### src/logic/pgp_pkg.sv
// Constants for the port 1 general-purpose I/O block
package pgp_pkg;
   localparam int PORT_WIDTH = 7;
   localparam int REG_WIDTH = 8;
   localparam logic [11:0] OFF_OUTPUT_DATA = 12'h000;
   localparam logic [11:0] OFF_DIRECTION = 12'h004;
   localparam logic [11:0] OFF_PULLUP = 12'h008;
   localparam logic [11:0] OFF_FUNC_SELECT = 12'h00C;
   localparam int ADDR_BITS = 12;
   localparam int RESERVED_BIT = 7;
   localparam int FUNC_LOW_EVENT_BIT = 1;
   localparam int FUNC_HIGH_EVENT_BIT = 0;
   localparam int FUNC_USED_BITS = 2;
   localparam logic [6:0] PORT_RESET = 7'h00;
   localparam logic [1:0] FUNC_RESET = 2'h0;
   localparam logic [6:0] DIR_READ_VALUE = 7'h7F;
   localparam logic [5:0] FUNC_RESERVED_READ = 6'h3F;
   localparam logic RESERVED_READ = 1'b1;
   localparam logic [1:0] HTRANS_NONSEQ = 2'h2;
   localparam logic [2:0] HSIZE_WORD = 3'h2;
   localparam logic [1:0] HRESP_OKAY = 2'h0;
endpackage : pgp_pkg

### src/logic/pgp_port1.sv
// Port 1 general-purpose I/O with pin function select, AHB-Lite slave
// Behaviour
// - After reset every pin is an input.
// - Output data is held in a data register and each pin's direction is set individually.
// - Register settings choose between general port use and peripheral function for pins zero and one; the other pins are always general.
// - Reading output data for an output pin returns the stored value.
// - Reading output data for an input pin returns the synchronised pin level.
// - Bit 7 of output data, direction and pull-up reads as 1 and ignores writes.
// - A direction bit of 1 makes its pin an output, 0 an input.
// - Direction and output data drive a pin only while it has the general port function; direction also gates the pull-up in both functions.
// - The direction register is write-only and reads as all ones.
// - On an input pin the pull-up bit switches the pull-up on or off.
// - Function select bit 1 routes pin one to the low event-counter input.
// - Function select bit 0 routes pin zero to the high event-counter input.
// - Function select bits 7 to 2 read as 1 and ignore writes.
//
// The register addresses and the AHB-Lite register port were left to the implementer.
`timescale 1ns/1ps
`default_nettype none
module pgp_port1 #(
   parameter int WIDTH = pgp_pkg::PORT_WIDTH
) (
   input wire logic hclk,
   input wire logic hresetn,
   input wire logic hsel,
   input wire logic [31:0] haddr,
   input wire logic [1:0] htrans,
   input wire logic hwrite,
   input wire logic [2:0] hsize,
   input wire logic [31:0] hwdata,
   input wire logic hready,
   output logic [31:0] hrdata,
   output logic hreadyout,
   output logic [1:0] hresp,
   input wire logic [WIDTH-1:0] pin_in,
   output logic [WIDTH-1:0] pin_out,
   output logic [WIDTH-1:0] pin_oe,
   output logic [WIDTH-1:0] pin_pullup_en,
   output logic event_count_low_input,
   output logic event_count_high_input
);
   logic [WIDTH-1:0] port_output_data;
   logic [WIDTH-1:0] port_direction;
   logic [WIDTH-1:0] port_pullup_enable;
   logic [pgp_pkg::FUNC_USED_BITS-1:0] port_pin_function_select;
   logic [WIDTH-1:0] pin_meta;
   logic [WIDTH-1:0] pin_sync;
   logic wr_pend;
   logic [pgp_pkg::ADDR_BITS-1:0] wr_addr;
   logic [31:0] rdata;

   // Address phase decode; only single (NONSEQ) transfers matter, hsize is not checked
   wire addr_valid = hsel && hready && (htrans == pgp_pkg::HTRANS_NONSEQ);
   wire wr_start = addr_valid && hwrite;
   wire rd_start = addr_valid && !hwrite;
   wire [pgp_pkg::ADDR_BITS-1:0] a_addr = haddr[pgp_pkg::ADDR_BITS-1:0];
   wire wr_data_sel = wr_pend && (wr_addr == pgp_pkg::OFF_OUTPUT_DATA);
   wire wr_dir_sel = wr_pend && (wr_addr == pgp_pkg::OFF_DIRECTION);
   wire wr_pull_sel = wr_pend && (wr_addr == pgp_pkg::OFF_PULLUP);
   wire wr_func_sel = wr_pend && (wr_addr == pgp_pkg::OFF_FUNC_SELECT);

   // Per-pin general port enable: pins without a peripheral are always general
   logic [WIDTH-1:0] general_fn;
   always_comb begin
      general_fn = '1;
      general_fn[0] = !port_pin_function_select[pgp_pkg::FUNC_HIGH_EVENT_BIT];
      general_fn[1] = !port_pin_function_select[pgp_pkg::FUNC_LOW_EVENT_BIT];
   end

   // Mixed read: output pins show the register, input pins show the pin
   wire [WIDTH-1:0] data_readback = (port_direction & port_output_data) | (~port_direction & pin_sync);

   // Read mux; bit 7 forced high on the byte registers
   wire [31:0] rd_mux =
      (a_addr == pgp_pkg::OFF_OUTPUT_DATA) ? {24'h000000, pgp_pkg::RESERVED_READ, data_readback} :
      (a_addr == pgp_pkg::OFF_DIRECTION) ? {24'h000000, pgp_pkg::RESERVED_READ, pgp_pkg::DIR_READ_VALUE} :
      (a_addr == pgp_pkg::OFF_PULLUP) ? {24'h000000, pgp_pkg::RESERVED_READ, port_pullup_enable} :
      (a_addr == pgp_pkg::OFF_FUNC_SELECT) ? {24'h000000, pgp_pkg::FUNC_RESERVED_READ, port_pin_function_select} :
      32'h00000000;

   // Pin synchroniser; first stage feeds only the second
   always_ff @(posedge hclk or negedge hresetn) begin
      if (!hresetn) begin
         pin_meta <= '0;
         pin_sync <= '0;
      end else begin
         pin_meta <= pin_in;
         pin_sync <= pin_meta;
      end
   end

   // Bus phase tracking
   always_ff @(posedge hclk or negedge hresetn) begin
      if (!hresetn) begin
         wr_pend <= 1'b0;
         wr_addr <= '0;
         rdata <= 32'h00000000;
      end else begin
         if (hready) begin
            wr_pend <= wr_start;
         end
         if (wr_start) begin
            wr_addr <= a_addr;
         end
         if (rd_start) begin
            rdata <= rd_mux;
         end
      end
   end

   // Register writes; reserved bits have no storage
   always_ff @(posedge hclk or negedge hresetn) begin
      if (!hresetn) begin
         port_output_data <= pgp_pkg::PORT_RESET;
         port_direction <= pgp_pkg::PORT_RESET;
         port_pullup_enable <= pgp_pkg::PORT_RESET;
         port_pin_function_select <= pgp_pkg::FUNC_RESET;
      end else begin
         if (wr_data_sel) begin
            port_output_data <= hwdata[WIDTH-1:0];
         end
         if (wr_dir_sel) begin
            port_direction <= hwdata[WIDTH-1:0];
         end
         if (wr_pull_sel) begin
            port_pullup_enable <= hwdata[WIDTH-1:0];
         end
         if (wr_func_sel) begin
            port_pin_function_select <= hwdata[pgp_pkg::FUNC_USED_BITS-1:0];
         end
      end
   end

   // Pin drive per bit
   genvar gi;
   generate
      for (gi = 0; gi < WIDTH; gi = gi + 1) begin : g_pin
         assign pin_oe[gi] = general_fn[gi] && port_direction[gi];
         assign pin_out[gi] = general_fn[gi] && port_output_data[gi];
         // Peripheral inputs still want a pull-up, so it follows direction only
         assign pin_pullup_en[gi] = !port_direction[gi] && port_pullup_enable[gi];
      end
   endgenerate

   // Event counter inputs see the pin only when routed there
   assign event_count_low_input = port_pin_function_select[pgp_pkg::FUNC_LOW_EVENT_BIT] && pin_sync[1];
   assign event_count_high_input = port_pin_function_select[pgp_pkg::FUNC_HIGH_EVENT_BIT] && pin_sync[0];

   assign hrdata = rdata;
   assign hreadyout = 1'b1;
   assign hresp = pgp_pkg::HRESP_OKAY;
endmodule : pgp_port1
`default_nettype wire

### config.mk
export PLATFORM = sky130hd
export DESIGN_NAME = pgp_port1
export DESIGN_NICKNAME = d
export VERILOG_FILES = /design/src/logic/pgp_pkg.sv /design/src/logic/pgp_port1.sv
export SDC_FILE = /design/constraint.sdc
export NUM_CORES = 1
export LEC_CHECK = 0
export BUFFER_PORTS_ARGS = -buffer_cell sky130_fd_sc_hd__buf_2
export CAP_MARGIN = 20
export CORE_UTILIZATION = 25
export CTS_CLUSTER_DIAMETER = 120
export DETAILED_ROUTE_END_ITERATION = 10
export HOLD_SLACK_MARGIN = 0.02
export PLACE_DENSITY_LB_ADDON = 0.12
export REMOVE_ABC_BUFFERS = 1
export SETUP_SLACK_MARGIN = 0.3
export SLEW_MARGIN = 0
export SYNTH_ARGS = -nofsm -noshare
export SYNTH_HDL_FRONTEND = slang
export SYNTH_SLANG_ARGS = --single-unit
### constraint.sdc
create_clock -name hclk -period 4.15 [get_ports hclk]
set_input_delay 0.2075 -clock hclk [delete_from_list [all_inputs] [get_ports hclk]]
set_output_delay 0.2075 -clock hclk [all_outputs]
set_load 0.05 [all_outputs]
==> impl_metrics.prom <==
# TYPE chip_impl_metric gauge
chip_impl_metric{name="synth_cell_types",unit=""} 26
chip_impl_metric{name="coreArea",unit="sq um"} 10300
chip_impl_metric{name="power.leakage",unit="nW"} 1.57
chip_impl_metric{name="switching_fraction",unit="%"} 34.3
chip_impl_metric{name="ctsHtreeMaxLevel",unit=""} 3
chip_impl_metric{name="netlist_instances",unit=""} 205
chip_impl_metric{name="number_of_antenna_violations_at_the_first_check_in_global_routing",unit=""} 0
chip_impl_metric{name="die-area",unit="sq um"} 11000
chip_impl_info{name="most_used_routing_layer_in_global_routing",value="met2"} 1
chip_impl_metric{name="clk_path_buf_depth",unit=""} 2
chip_impl_info{name="run_status",value="finished clean"} 1
chip_impl_metric{name="grt_util_met3",unit="%"} 3.31
chip_impl_metric{name="dpl_worst_slack",unit="ns"} 1.79
chip_impl_metric{name="synthArstFlopShare",unit="%"} 100
chip_impl_metric{name="worst_path_largest_cell_delay",unit="ns"} 0.72
chip_impl_metric{name="detailedRoute.firstIterationViolations",unit=""} 39
chip_impl_info{name="crit_path_start_kind",value="flop"} 1
chip_impl_metric{name="synth-seq-area-share",unit="%"} 54.9
chip_impl_info{name="clock-root-buffer",value="sky130_fd_sc_hd__clkbuf_8"} 1
chip_impl_metric{name="pwr-share-comb",unit="%"} 21.8
chip_impl_metric{name="tritoncts.num_buffers",unit=""} 9
chip_impl_metric{name="grt_overflow",unit=""} 0
chip_impl_info{name="min_path_type",value="in -> async"} 1
chip_impl_metric{name="synth-seq-cells",unit=""} 58
chip_impl_info{name="crit_path_end_kind",value="flop"} 1
chip_impl_metric{name="viasPerCell",unit=""} 4.11
chip_impl_metric{name="cellInternalPower",unit="uW"} 953
chip_impl_metric{name="timing.fmax",unit="MHz"} 434
chip_impl_metric{name="worst_slew_pin_slew",unit="ns"} 0.756
chip_impl_metric{name="number_of_enable_flip_flop_cells_after_synthesis",unit=""} 0
chip_impl_metric{name="dp_hpwl",unit="um"} 3950
chip_impl_metric{name="syn_avg_cell_area",unit="sq um"} 12.9
chip_impl_metric{name="remaining_drc_errors",unit=""} 0
chip_impl_metric{name="global_route.usage.met2",unit="%"} 17.1
chip_impl_metric{name="slew_violations",unit=""} 0
chip_impl_metric{name="vdd_drop_max",unit="V"} 0.000228
chip_impl_metric{name="p_per_area",unit="nW/um^2"} 457
chip_impl_metric{name="hold-worst-slack",unit="ns"} 0.00661
chip_impl_metric{name="clock_net_sink_count",unit=""} 58
chip_impl_metric{name="synth_warnings",unit=""} 0
chip_impl_metric{name="drt.antenna.violating_nets",unit=""} 0
chip_impl_metric{name="numPortBuffers",unit=""} 63
chip_impl_metric{name="grt_util_all_layers",unit="%"} 11.3
chip_impl_metric{name="clk_pin_slew_worst_paths",unit="ns"} 0.07
chip_impl_metric{name="total_switching_power",unit="uW"} 497
chip_impl_metric{name="final.setup.worst_slack",unit="ns"} 1.84
chip_impl_metric{name="routabilityCongestion",unit=""} 0.646
chip_impl_metric{name="report.final.setup_viol",unit=""} 0
chip_impl_metric{name="num_antenna_cells",unit=""} 0
chip_impl_metric{name="maxCapViolCount",unit=""} 0
chip_impl_metric{name="cell_area_synth",unit="sq um"} 2640
chip_impl_metric{name="grt_start_max_net_pins",unit=""} 59
chip_impl_metric{name="boundaryPins",unit=""} 139
chip_impl_info{name="cts_tree",value="done"} 1
chip_impl_metric{name="clock_insertion_delay_worst_skew",unit="ns"} 0.34
chip_impl_info{name="commonest_register_cell_after_synthesis",value="sky130_fd_sc_hd__dfrtp_1"} 1
chip_impl_metric{name="hold_violations",unit=""} 0
chip_impl_metric{name="total_power",unit="mW"} 1.45
chip_impl_metric{name="critPathArrivalTime",unit="ns"} 2.52
chip_impl_metric{name="period_share",unit="%"} 55.6
chip_impl_info{name="setup.worst_path.class",value="reg -> reg"} 1
chip_impl_metric{name="area.growth.synth_to_final",unit="%"} 19.9
chip_impl_metric{name="drt-pass1-iter-count",unit=""} 4
chip_impl_metric{name="initial_core_util",unit="%"} 25.7
chip_impl_metric{name="via_count",unit=""} 1684
chip_impl_metric{name="timing.clock.skew",unit="ns"} 0.00860
chip_impl_metric{name="power.share.clock",unit="%"} 31.6
chip_impl_metric{name="layout_cells_sized_above_1",unit="%"} 45.3
chip_impl_metric{name="power.share.sequential",unit="%"} 46.5
chip_impl_metric{name="worst-endpoint-required",unit="ns"} 4.37
chip_impl_metric{name="max_fo_critical_path",unit=""} 7
chip_impl_info{name="rsz_0062_raised_after_global_routing",value="no"} 1
chip_impl_metric{name="finalSetupTns",unit="ns"} 0
chip_impl_metric{name="detail_route.wl_per_cell",unit="um"} 14.3
chip_impl_metric{name="core.rowCount",unit=""} 37
chip_impl_metric{name="period_minus_slack",unit="ns"} 2.31
chip_impl_metric{name="wl",unit="um"} 5850
chip_impl_info{name="cpMaxStageDelayCell",value="sky130_fd_sc_hd__nor4_4"} 1
chip_impl_metric{name="post-route-util",unit="%"} 30.8
chip_impl_metric{name="grt_pass1_vias",unit=""} 1749
chip_impl_metric{name="grt_first_pass_wirelength",unit="um"} 9480
chip_impl_metric{name="nNetsFinal",unit=""} 350
chip_impl_metric{name="timing.slew.headroom",unit="%"} 49.6
chip_impl_info{name="cp_cell_sequence",value="or4b_1 -> nor4_4 -> mux2_2"} 1
chip_impl_metric{name="die_w",unit="um"} 105
chip_impl_metric{name="grt_met1_usage",unit="%"} 15.0
chip_impl_metric{name="chipHeight",unit="um"} 105
[cell usage after synthesis, drive strengths merged, types with 3 or more instances]
cell,n,area (sq um)
nor2b,13,81.3
o21ai,14,70.1
dfrtp,58,1450
or4b,3,30.0
nor4,6,82.6
buf,39,287
o22ai,7,43.8
mux2,40,450
clkbuf,4,15.0
[through the flow]
| step | instances | cell area (sq um) |
|---|---|---|
| global placement | 387 | 2930 |
| floorplan | 187 | 2440 |
| detailed placement | 387 | 2930 |
| finish | 410 | 3170 |
| global route | 410 | 3170 |
| CTS | 410 | 3170 |
[power by group through the flow]
stage / clock network [mW] / logic [mW] / registers (mW)
floorplan: 0 / 0.182 / 0.732
global placement: 0 / 0.313 / 0.684
detailed placement: 0 / 0.315 / 0.686
CTS: 0.479 / 0.321 / 0.675
global route: 0.502 / 0.337 / 0.686
finish: 0.459 / 0.316 / 0.675
[flip-flops by register name (all words and copies together) (netlist names)]
register and cells:
pin_sync 7, hrdata 8, port_direction 7, port_pin_function_select 2, port_pullup_enable 7, pin_meta 7, port_output_data 7, wr_pend 1
wr_addr 12
[per-layer routing]
layer	vias to the layer above	share of wire, %
met5	-	0
met4	0	1.5
met3	8	5.7
met2	60	45
met1	830	47
li1	786	-
[cells in the final DEF, fill, tap and decap left out]
| cell type | netlist | routed |
|---|---|---|
| sky130_fd_sc_hd__clkbuf_8 | 0 | 10 |
| sky130_fd_sc_hd__nand4b_1 | 2 | 2 |
| sky130_fd_sc_hd__nand2b_1 | 1 | 1 |
| sky130_fd_sc_hd__or4b_1 | 1 | 1 |
| sky130_fd_sc_hd__nor2b_1 | 13 | 13 |
| sky130_fd_sc_hd__or4b_2 | 2 | 2 |
| sky130_fd_sc_hd__nand2_1 | 2 | 2 |
| sky130_fd_sc_hd__or4_1 | 2 | 2 |
| sky130_fd_sc_hd__buf_4 | 37 | 1 |
| sky130_fd_sc_hd__dlygate4sd3_1 | 0 | 7 |
| sky130_fd_sc_hd__inv_1 | 2 | 2 |
| sky130_fd_sc_hd__a211oi_1 | 2 | 2 |
| sky130_fd_sc_hd__mux2_2 | 38 | 38 |
| sky130_fd_sc_hd__dfrtp_1 | 58 | 58 |
| sky130_fd_sc_hd__clkbuf_1 | 4 | 1 |
| sky130_fd_sc_hd__clkinv_2 | 0 | 3 |
| sky130_fd_sc_hd__buf_2 | 1 | 63 |
| sky130_fd_sc_hd__nor4_1 | 3 | 3 |
| sky130_fd_sc_hd__o21ai_0 | 14 | 14 |
| sky130_fd_sc_hd__mux2_1 | 2 | 2 |
| sky130_fd_sc_hd__and2_1 | 2 | 2 |
| sky130_fd_sc_hd__nor4_4 | 3 | 3 |
| sky130_fd_sc_hd__conb_1 | 2 | 27 |
| sky130_fd_sc_hd__or4bb_1 | 1 | 1 |
| sky130_fd_sc_hd__or2_2 | 2 | 2 |
| sky130_fd_sc_hd__o22ai_1 | 7 | 7 |
| sky130_fd_sc_hd__o31ai_1 | 2 | 2 |
| sky130_fd_sc_hd__nor3_1 | 1 | 1 |
| sky130_fd_sc_hd__clkinvlp_4 | 0 | 2 |
[final timing paths]
check	from	endpoint	slack (ns)	depth (start not counted)
setup / recovery	wr_addr[8]	port_direction[5]	1.84	3
hold / removal	hresetn	pin_meta[4]	0.007	2
setup reg to reg	wr_addr[8]	port_direction[5]	1.84	3
hold reg to reg	pin_meta[2]	pin_sync[2]	0.35	0
max in group asynchronous	hresetn	wr_addr[2]	3.62	2
min in group hclk	hready	wr_pend	0.07	2
[area by class of cell]
type / instances / area [sq um]
Inverter: 2 / 7.51
Clock buffer: 11 / 141
Tap cell: 136 / 170
Fill cell: 1089 / 7110
Multi-Input combinational cell: 127 / 977
Sequential cell: 58 / 1450
Timing Repair Buffer: 71 / 393
Clock inverter: 5 / 30.0
[cells by family after synthesis]
family / count (synthesis) / share of synthesized area [%]
flip-flops: 58 / 54.9
buffers and inverters: 45 / 11.7
multiplexers: 40 / 17.0
AND/OR/NAND/NOR: 35 / 10.6
AO/OA/AOI/OAI: 25 / 5.44
other: 2 / 0.284
[critical path, delay by kind of cell, from the launching register on]
kind / cells / cell delay (ns)
and+or+nand+nor: 2 / 1.41
muxes: 1 / 0.41
DFF: 1 / 0.37
[repair_timing]
action,4_1_cts,5_1_grt
hold buffers,7,0
resized for setup,0,0
endpoints found under the hold margin,7,0
buffers inserted,0,0
No activity file was read; power rests on OpenSTA's default activity.
